`src/omc_pkg.sv`:
```
package omc_pkg;

    ////////////////////////////////////////////////////////////////////////////
    // Clock and timing
    localparam int CLK_PERIOD_NS       = 25;
    localparam int REG_RESET_DELAY_US  = 2000;
    localparam int REG_RESET_DELAY_CYC = REG_RESET_DELAY_US * 1000 / CLK_PERIOD_NS;
    localparam int WAKE_RESET_US       = 2000;
    localparam int WAKE_RESET_CYC      = WAKE_RESET_US * 1000 / CLK_PERIOD_NS;
    localparam int WAKE_INT_LOW_US     = 56;
    localparam int WAKE_INT_LOW_CYC    = WAKE_INT_LOW_US * 1000 / CLK_PERIOD_NS;
    localparam int INT_REACT_NS        = 1000;
    localparam int INT_REACT_CYC       = INT_REACT_NS / CLK_PERIOD_NS;

    ////////////////////////////////////////////////////////////////////////////
    // Serial frame layout
    localparam int FRAME_ADDR_W = 6;
    localparam int FRAME_DATA_W = 24;

    localparam logic [5:0] ADDR_CONTROL_WORD_ONE        = 6'h01;
    localparam logic [5:0] ADDR_CONTROL_WORD_TWENTYTWO  = 6'h16;
    localparam logic [5:0] ADDR_CONFIGURATION_WORD      = 6'h3f;

    // Control word one: standby command field
    localparam int STBY_CMD_LSB = 1;
    localparam int STBY_CMD_W   = 3;
    localparam logic [2:0] STBY_CMD_RESET     = 3'h0;
    localparam logic [2:0] STBY_CMD_REG_ON    = 3'h3;
    localparam logic [2:0] STBY_CMD_DEEP      = 3'h5;

    // Control word twentytwo
    localparam int BIT_DEBUG_LEAVE_REQUEST     = 0;
    localparam int BIT_CURRENT_COMPARE_DISABLE = 1;
    localparam logic CURRENT_COMPARE_DISABLE_RESET = 1'b0;

    // Configuration word
    localparam int BIT_COMPARE_SETTING_UNLOCK  = 0;

    ////////////////////////////////////////////////////////////////////////////
    // Types
    typedef struct packed {
        logic [FRAME_ADDR_W-1:0] addr;
        logic [FRAME_DATA_W-1:0] data;
    } omc_frame_t;

    typedef struct packed {
        logic main_regulator_en;
        logic aux_regulator_en;
        logic can_en;
        logic lin_en;
        logic power_outputs_en;
        logic contact_supply_output_en;
        logic watchdog_en;
    } omc_supply_t;

    typedef enum logic [3:0] {
        OMC_POWERUP,
        OMC_DEBUG_WAIT,
        OMC_ACTIVE,
        OMC_FLASH_CAN,
        OMC_FLASH_LIN,
        OMC_DEBUG,
        OMC_STBY_REG,
        OMC_STBY_DEEP,
        OMC_WAKE_RESET
    } omc_mode_t;

endpackage : omc_pkg

```
`src/omc_sync.sv`:
```
`timescale 1ns/1ps
module omc_sync #(
    parameter int W = 1
) (
    input  wire logic         clk,
    input  wire logic         srst,
    input  wire logic         ce,
    input  wire logic [W-1:0] d,
    output logic      [W-1:0] q
);
    logic [W-1:0] meta_r;

    // Two flops per bit
    for (genvar i = 0; i < W; i++) begin : g_bit
        always_ff @(posedge clk) begin
            if (srst) begin
                meta_r[i] <= 1'b0;
                q[i]      <= 1'b0;
            end else if (ce) begin
                meta_r[i] <= d[i];
                q[i]      <= meta_r[i];
            end
        end
    end
endmodule : omc_sync

```
`src/omc_pulse_timer.sv`:
```
`timescale 1ns/1ps
module omc_pulse_timer #(
    parameter int DELAY_CYC = 1,
    parameter int WIDTH_CYC = 1
) (
    input  wire logic clk,
    input  wire logic srst,
    input  wire logic ce,
    input  wire logic start,
    output logic      active
);
    localparam int CW = 16;
    localparam logic [CW-1:0] DELAY_LAST = CW'(DELAY_CYC - 1);
    localparam logic [CW-1:0] WIDTH_LAST = CW'(WIDTH_CYC - 1);

    logic [CW-1:0] cnt_r;
    logic          waiting_r;

    // Delay phase, then fixed active phase
    always_ff @(posedge clk) begin
        if (srst) begin
            cnt_r     <= '0;
            waiting_r <= 1'b0;
            active    <= 1'b0;
        end else if (ce) begin
            if (start) begin
                cnt_r     <= '0;
                waiting_r <= 1'b1;
                active    <= 1'b0;
            end else if (waiting_r) begin
                cnt_r <= cnt_r + 1'b1;
                if (cnt_r == DELAY_LAST) begin
                    cnt_r     <= '0;
                    waiting_r <= 1'b0;
                    active    <= 1'b1;
                end
            end else if (active) begin
                cnt_r <= cnt_r + 1'b1;
                if (cnt_r == WIDTH_LAST) begin
                    cnt_r  <= '0;
                    active <= 1'b0;
                end
            end
        end
    end
endmodule : omc_pulse_timer

```
`src/omc_mode_ctrl.sv`:
```
`timescale 1ns/1ps
// Summary of operation
// RULE1: flash/debug: peripherals on, watchdog off, CAN on
// RULE2: regulator standby: main on, CAN/LIN/outputs off
// RULE3: deep standby: regulators, outputs, transmitters off
// RULE4: lin input high CAN flash, can input LIN
// RULE5: LIN flash sets fast rate enable
// RULE6: no standby entry from flash modes
// RULE7: flash exit: no reset pulse, long window
// RULE8: debug select at power-up gives debug mode
// RULE9: debug leave request exits debug, long window
// RULE10: pattern 011 regulator standby, 101 deep
// RULE11: standby command bits keep written value
// RULE12: standby entered on command frame end
// RULE13: compare enabled: long window, off on low current
// RULE14: compare disabled: watchdog off in standby
// RULE15: compare disable needs unlock in prior frame
// RULE16: host clears open-load bits before standby
// RULE17: regulator standby wake: interrupt low 56 us
// RULE18: deep standby wake gives reset pulse
// RULE19: wake reset pulse lasts 2 ms
// RULE20: chip-select fall wakes regulator standby only
// RULE21: default power-up: active mode, watchdog running
module omc_mode_ctrl
    import omc_pkg::*;
#(
    parameter int REG_RESET_DELAY = REG_RESET_DELAY_CYC,
    parameter int WAKE_RESET      = WAKE_RESET_CYC
) (
    input  wire logic               clk,
    input  wire logic               srst,
    input  wire logic               ce,
    input  wire logic               lin_transmit_input,
    input  wire logic               can_transmit_input,
    input  wire logic               debug_select_input,
    input  wire logic               chip_select_n,
    input  wire omc_pkg::omc_frame_t spi_frame,
    input  wire logic               load_current_below_cmp,
    input  wire logic               wake_event,
    input  wire logic               contact_supply_cfg,
    input  wire logic               aux_regulator_cfg,
    output omc_pkg::omc_supply_t    supply,
    output omc_pkg::omc_mode_t      mode,
    output logic                    watchdog_long_window,
    output logic                    lin_fast_rate_enable,
    output logic                    reset_out_n,
    output logic                    wake_interrupt_out_n,
    output logic [2:0]              standby_command,
    output logic                    current_compare_disable,
    output logic                    compare_setting_unlock
);
    import omc_pkg::*;

    localparam int SYNC_W = 5 + FRAME_ADDR_W + FRAME_DATA_W;
    localparam logic [23:0] RESET_DELAY_LAST = 24'(REG_RESET_DELAY - 1);
    localparam logic [23:0] WAKE_RESET_LAST  = 24'(WAKE_RESET - 1);

    ////////////////////////////////////////////////////////////////////////////
    // Input synchronisation
    logic [SYNC_W-1:0] sync_in;
    logic [SYNC_W-1:0] sync_out;
    logic              lin_tx_s;
    logic              can_tx_s;
    logic              debug_sel_s;
    logic              cs_n_s;
    logic              load_low_s;
    omc_frame_t        frame_s;
    logic              cs_n_d_r;
    logic              cs_rise;
    logic              cs_fall;

    assign sync_in = {lin_transmit_input, can_transmit_input, debug_select_input,
                      chip_select_n, load_current_below_cmp, spi_frame};

    omc_sync #(
        .W (SYNC_W)
    ) u_sync (
        .clk  (clk),
        .srst (srst),
        .ce   (ce),
        .d    (sync_in),
        .q    (sync_out)
    );

    assign {lin_tx_s, can_tx_s, debug_sel_s, cs_n_s, load_low_s, frame_s} = sync_out;

    always_ff @(posedge clk) begin
        if (srst) begin
            cs_n_d_r <= 1'b1;
        end else if (ce) begin
            cs_n_d_r <= cs_n_s;
        end
    end

    assign cs_rise = cs_n_s & ~cs_n_d_r;
    assign cs_fall = ~cs_n_s & cs_n_d_r;

    ////////////////////////////////////////////////////////////////////////////
    // Frame decode
    logic       wr_cw1;
    logic       wr_cw22;
    logic       wr_cfg;
    logic [2:0] stby_field;
    logic       stby_reg_cmd;
    logic       stby_deep_cmd;
    logic       debug_leave_cmd;

    assign wr_cw1  = cs_rise && (frame_s.addr == ADDR_CONTROL_WORD_ONE);
    assign wr_cw22 = cs_rise && (frame_s.addr == ADDR_CONTROL_WORD_TWENTYTWO);
    assign wr_cfg  = cs_rise && (frame_s.addr == ADDR_CONFIGURATION_WORD);
    assign stby_field = frame_s.data[STBY_CMD_LSB +: STBY_CMD_W];
    assign stby_reg_cmd  = wr_cw1 && (stby_field == STBY_CMD_REG_ON);   // see RULE10
    assign stby_deep_cmd = wr_cw1 && (stby_field == STBY_CMD_DEEP);     // see RULE10
    assign debug_leave_cmd = wr_cw22 && frame_s.data[BIT_DEBUG_LEAVE_REQUEST];

    // Standby field holds what was written, also across wake
    always_ff @(posedge clk) begin
        if (srst) begin
            standby_command <= STBY_CMD_RESET;
        end else if (ce && wr_cw1) begin
            standby_command <= stby_field;                              // see RULE11
        end
    end

    // Unlock lives for exactly one following frame
    always_ff @(posedge clk) begin
        if (srst) begin
            compare_setting_unlock <= 1'b0;
        end else if (ce && cs_rise) begin
            compare_setting_unlock <= wr_cfg && frame_s.data[BIT_COMPARE_SETTING_UNLOCK]; // see RULE15
        end
    end

    // Setting to one needs the unlock; clearing is always taken
    always_ff @(posedge clk) begin
        if (srst) begin
            current_compare_disable <= CURRENT_COMPARE_DISABLE_RESET;
        end else if (ce && wr_cw22) begin
            if (!frame_s.data[BIT_CURRENT_COMPARE_DISABLE]) begin
                current_compare_disable <= 1'b0;
            end else if (compare_setting_unlock) begin
                current_compare_disable <= 1'b1;                        // see RULE15
            end
        end
    end

    ////////////////////////////////////////////////////////////////////////////
    // Mode sequencer
    omc_mode_t   mode_r;
    omc_mode_t   mode_nxt;
    logic [23:0] cnt_r;
    logic        cnt_clr;
    logic        debug_seen_r;
    logic        wd_off_r;
    logic        long_win_nxt;
    logic        int_start;

    always_comb begin
        mode_nxt     = mode_r;
        cnt_clr      = 1'b0;
        long_win_nxt = 1'b0;
        int_start    = 1'b0;
        unique case (mode_r)
            OMC_POWERUP: begin
                if (cnt_r == RESET_DELAY_LAST) begin
                    cnt_clr = 1'b1;
                    if (debug_seen_r) begin
                        mode_nxt = OMC_DEBUG_WAIT;                      // see RULE8
                    end else begin
                        mode_nxt = OMC_ACTIVE;                          // see RULE21
                    end
                end
            end
            OMC_DEBUG_WAIT: begin
                if (!debug_sel_s) begin
                    mode_nxt = OMC_DEBUG;                               // see RULE8
                end
            end
            OMC_ACTIVE: begin
                if (lin_tx_s) begin
                    mode_nxt = OMC_FLASH_CAN;                           // see RULE4
                end else if (can_tx_s) begin
                    mode_nxt = OMC_FLASH_LIN;                           // see RULE4
                end else if (stby_reg_cmd) begin
                    mode_nxt     = OMC_STBY_REG;                        // see RULE12
                    long_win_nxt = !current_compare_disable;            // see RULE13
                end else if (stby_deep_cmd) begin
                    mode_nxt = OMC_STBY_DEEP;
                end
            end
            OMC_FLASH_CAN: begin
                // Standby commands are not looked at here; see RULE6
                if (!lin_tx_s) begin
                    mode_nxt     = OMC_ACTIVE;                          // see RULE7
                    long_win_nxt = 1'b1;
                end
            end
            OMC_FLASH_LIN: begin
                if (!can_tx_s) begin
                    mode_nxt     = OMC_ACTIVE;                          // see RULE7
                    long_win_nxt = 1'b1;
                end
            end
            OMC_DEBUG: begin
                if (debug_leave_cmd) begin
                    mode_nxt     = OMC_ACTIVE;                          // see RULE9
                    long_win_nxt = 1'b1;
                end
            end
            OMC_STBY_REG: begin
                if (wake_event || cs_fall) begin
                    mode_nxt  = OMC_ACTIVE;                             // see RULE20
                    int_start = 1'b1;                                   // see RULE17
                end
            end
            OMC_STBY_DEEP: begin
                // Serial access does not wake this mode
                if (wake_event) begin
                    mode_nxt = OMC_WAKE_RESET;                          // see RULE18
                    cnt_clr  = 1'b1;
                end
            end
            OMC_WAKE_RESET: begin
                if (cnt_r == WAKE_RESET_LAST) begin
                    mode_nxt = OMC_ACTIVE;                              // see RULE19
                    cnt_clr  = 1'b1;
                end
            end
            default: begin
                mode_nxt = OMC_POWERUP;
                cnt_clr  = 1'b1;
            end
        endcase
    end

    always_ff @(posedge clk) begin
        if (srst) begin
            mode_r <= OMC_POWERUP;
        end else if (ce) begin
            mode_r <= mode_nxt;
        end
    end

    // Shared counter for power-up delay and wake reset pulse
    always_ff @(posedge clk) begin
        if (srst) begin
            cnt_r <= '0;
        end else if (ce) begin
            if (cnt_clr) begin
                cnt_r <= '0;
            end else if (mode_r == OMC_POWERUP || mode_r == OMC_WAKE_RESET) begin
                cnt_r <= cnt_r + 1'b1;
            end
        end
    end

    // Debug strap seen during power-up
    always_ff @(posedge clk) begin
        if (srst) begin
            debug_seen_r <= 1'b0;
        end else if (ce && mode_r == OMC_POWERUP && debug_sel_s) begin
            debug_seen_r <= 1'b1;                                       // see RULE8
        end
    end

    // Watchdog off in regulator standby
    always_ff @(posedge clk) begin
        if (srst) begin
            wd_off_r <= 1'b0;
        end else if (ce) begin
            if (mode_r != OMC_STBY_REG) begin
                wd_off_r <= current_compare_disable;                    // see RULE14
            end else if (!current_compare_disable && load_low_s) begin
                wd_off_r <= 1'b1;                                       // see RULE13
            end
        end
    end

    always_ff @(posedge clk) begin
        if (srst) begin
            lin_fast_rate_enable <= 1'b0;
        end else if (ce && mode_r != OMC_FLASH_LIN && mode_nxt == OMC_FLASH_LIN) begin
            lin_fast_rate_enable <= 1'b1;                               // see RULE5
        end
    end

    ////////////////////////////////////////////////////////////////////////////
    // Wake interrupt timing
    logic int_active;

    omc_pulse_timer #(
        .DELAY_CYC (INT_REACT_CYC),
        .WIDTH_CYC (WAKE_INT_LOW_CYC)
    ) u_int_timer (
        .clk    (clk),
        .srst   (srst),
        .ce     (ce),
        .start  (ce && int_start),
        .active (int_active)
    );

    ////////////////////////////////////////////////////////////////////////////
    // Output stage
    omc_supply_t supply_nxt;

    always_comb begin
        supply_nxt = '{default: 1'b1};
        unique case (mode_r)
            OMC_POWERUP, OMC_DEBUG_WAIT, OMC_WAKE_RESET: begin
                supply_nxt.watchdog_en = 1'b0;
            end
            OMC_ACTIVE: begin
                supply_nxt.watchdog_en = 1'b1;                          // see RULE21
            end
            OMC_FLASH_CAN, OMC_FLASH_LIN, OMC_DEBUG: begin
                supply_nxt.watchdog_en = 1'b0;                          // see RULE1
                supply_nxt.can_en      = 1'b1;                          // see RULE4
            end
            OMC_STBY_REG: begin
                supply_nxt.can_en                   = 1'b0;             // see RULE2
                supply_nxt.lin_en                   = 1'b0;
                supply_nxt.power_outputs_en         = 1'b0;
                supply_nxt.aux_regulator_en         = aux_regulator_cfg;
                supply_nxt.contact_supply_output_en = contact_supply_cfg;
                supply_nxt.watchdog_en              = !wd_off_r;
            end
            OMC_STBY_DEEP: begin
                supply_nxt.main_regulator_en        = 1'b0;             // see RULE3
                supply_nxt.aux_regulator_en         = 1'b0;
                supply_nxt.can_en                   = 1'b0;
                supply_nxt.lin_en                   = 1'b0;
                supply_nxt.power_outputs_en         = 1'b0;
                supply_nxt.contact_supply_output_en = contact_supply_cfg;
                supply_nxt.watchdog_en              = 1'b0;
            end
            default: begin
                supply_nxt.watchdog_en = 1'b0;
            end
        endcase
    end

    always_ff @(posedge clk) begin
        if (srst) begin
            supply               <= '{default: 1'b0};
            mode                 <= OMC_POWERUP;
            watchdog_long_window <= 1'b0;
            reset_out_n          <= 1'b0;
            wake_interrupt_out_n <= 1'b1;
        end else if (ce) begin
            supply               <= supply_nxt;
            mode                 <= mode_r;
            watchdog_long_window <= long_win_nxt;
            reset_out_n          <= !(mode_r == OMC_POWERUP || mode_r == OMC_DEBUG_WAIT
                                      || mode_r == OMC_WAKE_RESET);     // see RULE18
            wake_interrupt_out_n <= !int_active;                        // see RULE17
        end
    end
endmodule : omc_mode_ctrl

```
`config.mk`:
```
export PLATFORM = sky130hd
export DESIGN_NAME = omc_mode_ctrl
export DESIGN_NICKNAME = d
export VERILOG_FILES = /design/src/omc_pkg.sv /design/src/omc_sync.sv /design/src/omc_pulse_timer.sv /design/src/omc_mode_ctrl.sv
export SDC_FILE = /design/constraint.sdc
export NUM_CORES = 1
export LEC_CHECK = 0
export BUFFER_PORTS_ARGS = -buffer_cell sky130_fd_sc_hd__buf_2
export CORE_MARGIN = 2
export CORE_UTILIZATION = 60
export CTS_BUF_LIST = sky130_fd_sc_hd__clkbuf_4
export DETAILED_ROUTE_END_ITERATION = 8
export GPL_TIMING_DRIVEN = 1
export PLACE_DENSITY_LB_ADDON = 0.25
export SETUP_SLACK_MARGIN = 0.1
export SYNTH_ARGS = -nofsm -noshare
export SYNTH_HDL_FRONTEND = slang
export SYNTH_SLANG_ARGS = --single-unit
export TNS_END_PERCENT = 1
```
`constraint.sdc`:
```
create_clock -name clk -period 2.53 [get_ports clk]
set_clock_uncertainty 0.1 [all_clocks]
set_input_delay 0.759 -clock clk [delete_from_list [all_inputs] [get_ports clk]]
set_output_delay 0.759 -clock clk [all_outputs]
set_load 0.1 [all_outputs]
```
Yosys cells after proc, flatten, opt, wreduce, memory -nomap -nowiden
Cells that the tools add are included.
{"block": "classes", "n_eq_ne": 21, "div_mod_pow": 0, "n_addsub": 2, "shifts": 0, "bitwise": 4, "mux": 50, "reduce_logical": 36, "multipliers": 0, "order_cmp": 0}
{"cell": "$mux 16", "n": 5}
{"cell": "$mux 24", "n": 2}
{"cell": "$mux 4", "n": 12}
{"cell": "$pmux 4 s9", "n": 1}
{"cell": "$add 24x1->24 const B", "n": 1}
{"cell": "$eq 24x17->1 const B", "n": 1}
{"cell": "$mux 1", "n": 24}
{"cell": "$eq 4x3->1 const B", "n": 5}
{"cell": "$add 16x1->16 const B", "n": 1}
{"cell": "$eq 16x12->1 const B", "n": 1}
{"cell": "$eq 16x6->1 const B", "n": 1}
{"cell": "$logic_and 1x1->1", "n": 16}
{"cell": "$reduce_and 2->1", "n": 5}
{"cell": "$eq 4x2->1 const B", "n": 2}
{"cell": "$ne 4x3->1 const B", "n": 2}
{"cell": "$eq 6x1->1 const B", "n": 1}
{"cell": "$eq 6x5->1 const B", "n": 1}
{"cell": "$eq 6x6->1 const B", "n": 1}
{"cell": "$reduce_or 6->1", "n": 1}
{"cell": "$eq 4x1->1 const B", "n": 1}
{"cell": "$eq 4x4->1 const B", "n": 1}
{"cell": "$logic_not 1->1", "n": 4}
{"cell": "$logic_not 4->1", "n": 1}
{"cell": "$logic_or 1x1->1", "n": 4}
{"cell": "14 further kinds", "n": 19}
{"block": "totals", "elab_cells": 166, "regBits": 99, "memories": 0, "mem_bits_ro": 0, "output_inout_bits": 20, "latchBits": 0, "inputBits": 41, "mem_bits_rw": 0}

Logic depth before layout (Yosys ltp)
{"block": "logic_depth", "ltp_word": 11, "mapped_depth": 8, "mapped_depth_nobuf": 6}

Hierarchy
A second synthesis with hierarchy kept.
{"block": "unflattened", "cells_unflattened": 662, "hier_area_um2": 6057.1}
{"module": "omc_mode_ctrl", "seq_area_each_um2": 980.9, "cells_each": 306, "area_each_um2": 2514.9, "instances": 1}
{"module": "omc_sync", "seq_area_each_um2": 1401.3, "cells_each": 226, "area_each_um2": 2512.4, "instances": 1}
{"module": "omc_pulse_timer", "seq_area_each_um2": 360.3, "cells_each": 130, "area_each_um2": 1029.7, "instances": 1}

Worst setup path after synthesis
Ideal clock, no wire load.
{"block": "synth_timing", "path_type": "input to register", "from": "input ce", "to": "register u_int_timer.cnt_r[2]", "path_stages": 7, "t_arrival_ps": 2125, "path_buffers": 2, "slack_ps": 230, "required_time_ps": 2356, "setup_time_ps": 74, "cell_sequence": "clkbuf_1 nor2b_1 o2111a_1 a221oi_2 buf_6 nand4b_1 a31oi_1"}
{"block": "synth_between", "elab_chain_cells": 3, "word_cells_on_any_way": 4, "classes_between": "1 x mux; 3 x reduce/logical"}
{"item": "from (decl)", "line": "omc_mode_ctrl.sv:32", "rtl": "input wire logic ce,"}
{"item": "$logic_and 1x1->1", "line": "omc_mode_ctrl.sv:298", "rtl": ".start (ce && int_start),"}
{"item": "$reduce_bool 3->1 (no source line)"}
{"item": "$reduce_and 2->1 (no source line)"}
{"item": "to (signal assigned)", "line": "omc_pulse_timer.sv:31", "rtl": "cnt_r <= cnt_r + 1'b1;"}
{"item": "to (signal assigned)", "line": "omc_pulse_timer.sv:38", "rtl": "cnt_r <= cnt_r + 1'b1;"}
{"item": "to (decl)", "line": "omc_pulse_timer.sv:16", "rtl": "logic [CW-1:0] cnt_r;"}
Parallel ways exist; a longest one is shown, timed or not.
A chain may end at the register's enable or synchronous reset.

Final worst setup path
{"block": "layout_timing", "from": "register u_int_timer.cnt_r[8]", "to": "register u_int_timer.cnt_r[9]"}
{"block": "layout_between", "elab_chain_cells": 5, "word_cells_on_any_way": 8, "classes_between": "1 x add/sub; 2 x eq/ne; 5 x mux"}
{"item": "$add 16x1->16 or $eq 16x12->1 (tied branches)", "line": "omc_pulse_timer.sv:31, omc_pulse_timer.sv:38, omc_pulse_timer.sv:39"}
{"item": "$mux 16", "line": "omc_pulse_timer.sv:39", "rtl": "if (cnt_r == WIDTH_LAST) begin"}
{"item": "$mux 16", "line": "omc_pulse_timer.sv:37", "rtl": "end else if (active) begin"}
{"item": "$mux 16 *", "line": "omc_pulse_timer.sv:30", "rtl": "end else if (waiting_r) begin"}
{"item": "$mux 16 *", "line": "omc_pulse_timer.sv:26", "rtl": "if (start) begin"}
Mark *: on every way between the ends. The rest lies on a longest branch, timed or not. The select of a mux whose other input is x is not followed.

==> results.yml <==
yosys:
  syn_nets: 567
  synth_cell_type_count: 58
  synthCells: 524
  avgSynthCellArea_sq_um: 8.70
  synth-warning-count: 0
  yosys.area.top_type: "dfxtp_1"
  ys_ff_latch: 97
  synthArstFlopShare_pct: 0
  synth_area_leaders: "dfxtp_1 43%, mux2i_1 8.6%, nor2_1 7.5%"
  netlist.area_leader.share_pct: 42.6
  synth_edf_count: 0
  synth_area_sq_mm: 0.00456
  yosysSeqAreaShare_pct: 42.6
  synth_top_flop_cell: "dfxtp_1"
critical_path:
  cp-start-kind: "flip-flop"
  rrSetupSlack_ns: 0.27
  end_kind: "flip-flop"
  cp_max_fo: 14
  crit_path_end: "u_int_timer.cnt_r[9]"
  r2r-end: "u_int_timer.cnt_r[9]"
  cp.required_ns: 2.78
  startpoint: "u_int_timer.cnt_r[8]"
  crit_type: "reg2reg"
  ff2ff_path_depth: 6
  timing.rr.start: "u_int_timer.cnt_r[8]"
  cp.arrival_ns: 2.51
power_and_ir_drop:
  total_power_w: 0.00281
  power.share.clock_pct: 31.1
  switching_share_pct: 28.4
  power.internal_w: 0.00201
  pwr-share-seq_pct: 57.0
  peakVddDrop_v: 0.000387
  power.leakage_nw: 2.02
  p_comb_share_pct: 11.9
  power_density_mw_per_mm2: 552
  p_switching_w: 0.000798
grt:
  grt_max_degree: 61
  grt_first_pass_wirelength_um: 16800
  grt_pass1_vias: 3775
  grt-ovfl-total: 0
  grtUsageTotal_pct: 24.4
  antenna_found_initial: 0
placed_design:
  dpl.hpwl_um: 6720
  place_congestion: 0.860
  numPortBuffers: 40
clock_network:
  cts_root_buf: "clkbuf_4"
  clkTransAtPathRegs_ns: 0.16
  postCtsResizedCells: 0
  cts_buffers: 9
  cts_tree: "yes"
  clkLatencyLatePin_ns: 0.45
  htreeDepth: 3
  postCtsHoldBufs: 0
  clock_sink_count: 97
  clk_path_buf_depth: 2
  cts_setup_buffers: 0
die:
  initial_utilization_pct: 62.5
  core_area_sq_mm: 0.00729
  dieWidth_um: 91.2
  rows: 31
  fp.dieArea_sq_mm: 0.00831
  dieHeight_um: 91.2
  io_pins: 61
cells_and_area:
  fillers: 614
  diodes: 0
  fin_nets: 608
  layout_common_cells: "97 x dfxtp_1, 91 x nor2_1, 40 x buf_2"
  final_common_cell: "dfxtp_1"
  fin_util_pct: 69.7
  drive_above_1_share_pct: 15.3
  syn_to_final_growth_pct: 11.5
timing:
  hold_violations: 0
  slew_viol_final: 0
  period_minus_slack_ns: 2.26
  setup_viol: 0
  rsz0062_at_grt: "no"
  fmax_mhz: 442
  worst_pin_slew_ns: 0.499
  slew_headroom_pct: 66.3
  setup_tns_ns: 0
  post-route-period-util_pct: 89.4
detailed_routing:
  remaining_drc_errors: 0
  finalWirelength_um: 9610
  wire_per_inst_um: 14.4
  dr.first_iter.drc_count: 186
  drtAntennaViolNets: 0
  vias_per_cell: 5.86
  firstDrtPassIters: 6
  vias: 3919
flow_run:
  maxCapViolCount: 0
min_path:
  holdCritPathClass: "reg2reg"
  hold_start: "supply[0]"
outcome:
  status: "complete, no violations"
## worst min-delay path by stage
| stage | slack, ns | depth (start not counted) | endpoint |
|---|---|---|---|
| global placement | 0.36 | 2 | debug_seen_r |
| finish | 0.38 | 2 | supply[0] |
| global route | 0.42 | 2 | supply[0] |
| detailed placement | 0.36 | 2 | supply[0] |
| CTS | 0.38 | 2 | supply[0] |
| floorplan | 0.34 | 2 | debug_seen_r |
## power by group through the flow
stage	logic, W	clock network [W]	registers [W]
after floorplan	0.000194	0	0.00169
after global placement	0.000329	0	0.00163
after detailed placement	0.000333	0	0.00163
after CTS	0.000335	0.000894	0.00160
after global routing	0.000363	0.000959	0.00161
final	0.000335	0.000872	0.00160
## registers in the layout (all words and copies together), names as in the netlist
name,count
cnt_r,24
u_int_timer.cnt_r,16
u_sync.meta_r,15
u_sync.q,15
supply,5
mode,4
mode_r,4
standby_command,3
compare_setting_unlock,1
cs_n_d_r,1
current_compare_disable,1
debug_seen_r,1
lin_fast_rate_enable,1
reset_out_n,1
u_int_timer.active,1
u_int_timer.waiting_r,1
wake_interrupt_out_n,1
watchdog_long_window,1
wd_off_r,1
## worst max-delay path, stage by stage (launching register included)
cell and delay (ns):
dfxtp_1 0.39, or4_1 0.61, nor4_4 0.39, a221oi_2 0.12, buf_4 0.21, o21bai_4 0.24
o21ai_1 0.10
## cell usage after synthesis (3+ instances only)
master     number
buf_1           4
nand4b_1        6
nand2_1        31
o21ai_0        15
nor2b_1         8
buf_2           5
and3_1          7
nand2b_1        3
inv_1          12
o2111ai_1       3
a21o_1          3
nand3b_1        3
nand3_1        22
nor3_1         12
nand4_1        19
and2_1          3
xnor2_1         6
or4_1           3
a31oi_1         8
nor4b_1         5
dfxtp_1        97
nor2_1         91
nor4_1          5
xor2_1         25
a21oi_1        16
clkbuf_1       20
or2_2           3
mux2i_1        39
and4_1          4
o31a_1          3
a211oi_1        4
a311oi_1        3
## per-stage QoR
stage / setup slack (ns) / area (sq um) / instances / hold WS, ns
after floorplan: 0.230 / 4560 / 524 / 0.338
after global placement: 0.333 / 4930 / 653 / 0.355
after detailed placement: 0.294 / 4930 / 653 / 0.362
after CTS: 0.267 / 5080 / 669 / 0.384
after global routing: 0.138 / 5080 / 669 / 0.416
final: 0.269 / 5080 / 669 / 0.381
## kinds of logic (layout without fill, tap and decap cells)
family / count (synthesis) / in the layout / share of synthesized area, %
adders and majority gates: 2 / 2 / 0.549
xor gates and xnor gates: 31 / 31 / 5.96
muxes: 39 / 39 / 8.57
DFF: 97 / 97 / 42.6
AOI/OAI and AO/OA: 78 / 78 / 12.1
buffers and inverters: 44 / 90 / 4.09
and+or+nand+nor: 233 / 233 / 26.2
## metal layers
layer	up-vias	GRT usage, %	wire length [um]
li1	1955	-	-
met1	1855	30.5	4410
met2	97	42.5	4680
met3	12	3.82	386
met4	0	9.22	126
met5	-	0	0
## layout make-up
type	instances	area, sq um	area share, %
repair buffers	62	390	7.68
clock inverters	6	76.3	1.50
multi-input cells	383	2430	47.8
well taps	99	124	2.44
clock buffers	10	75.1	1.48
flip-flops and latches	97	1940	38.2
inverters	12	45.0	0.886
Power figures use the tool's default switching activity.
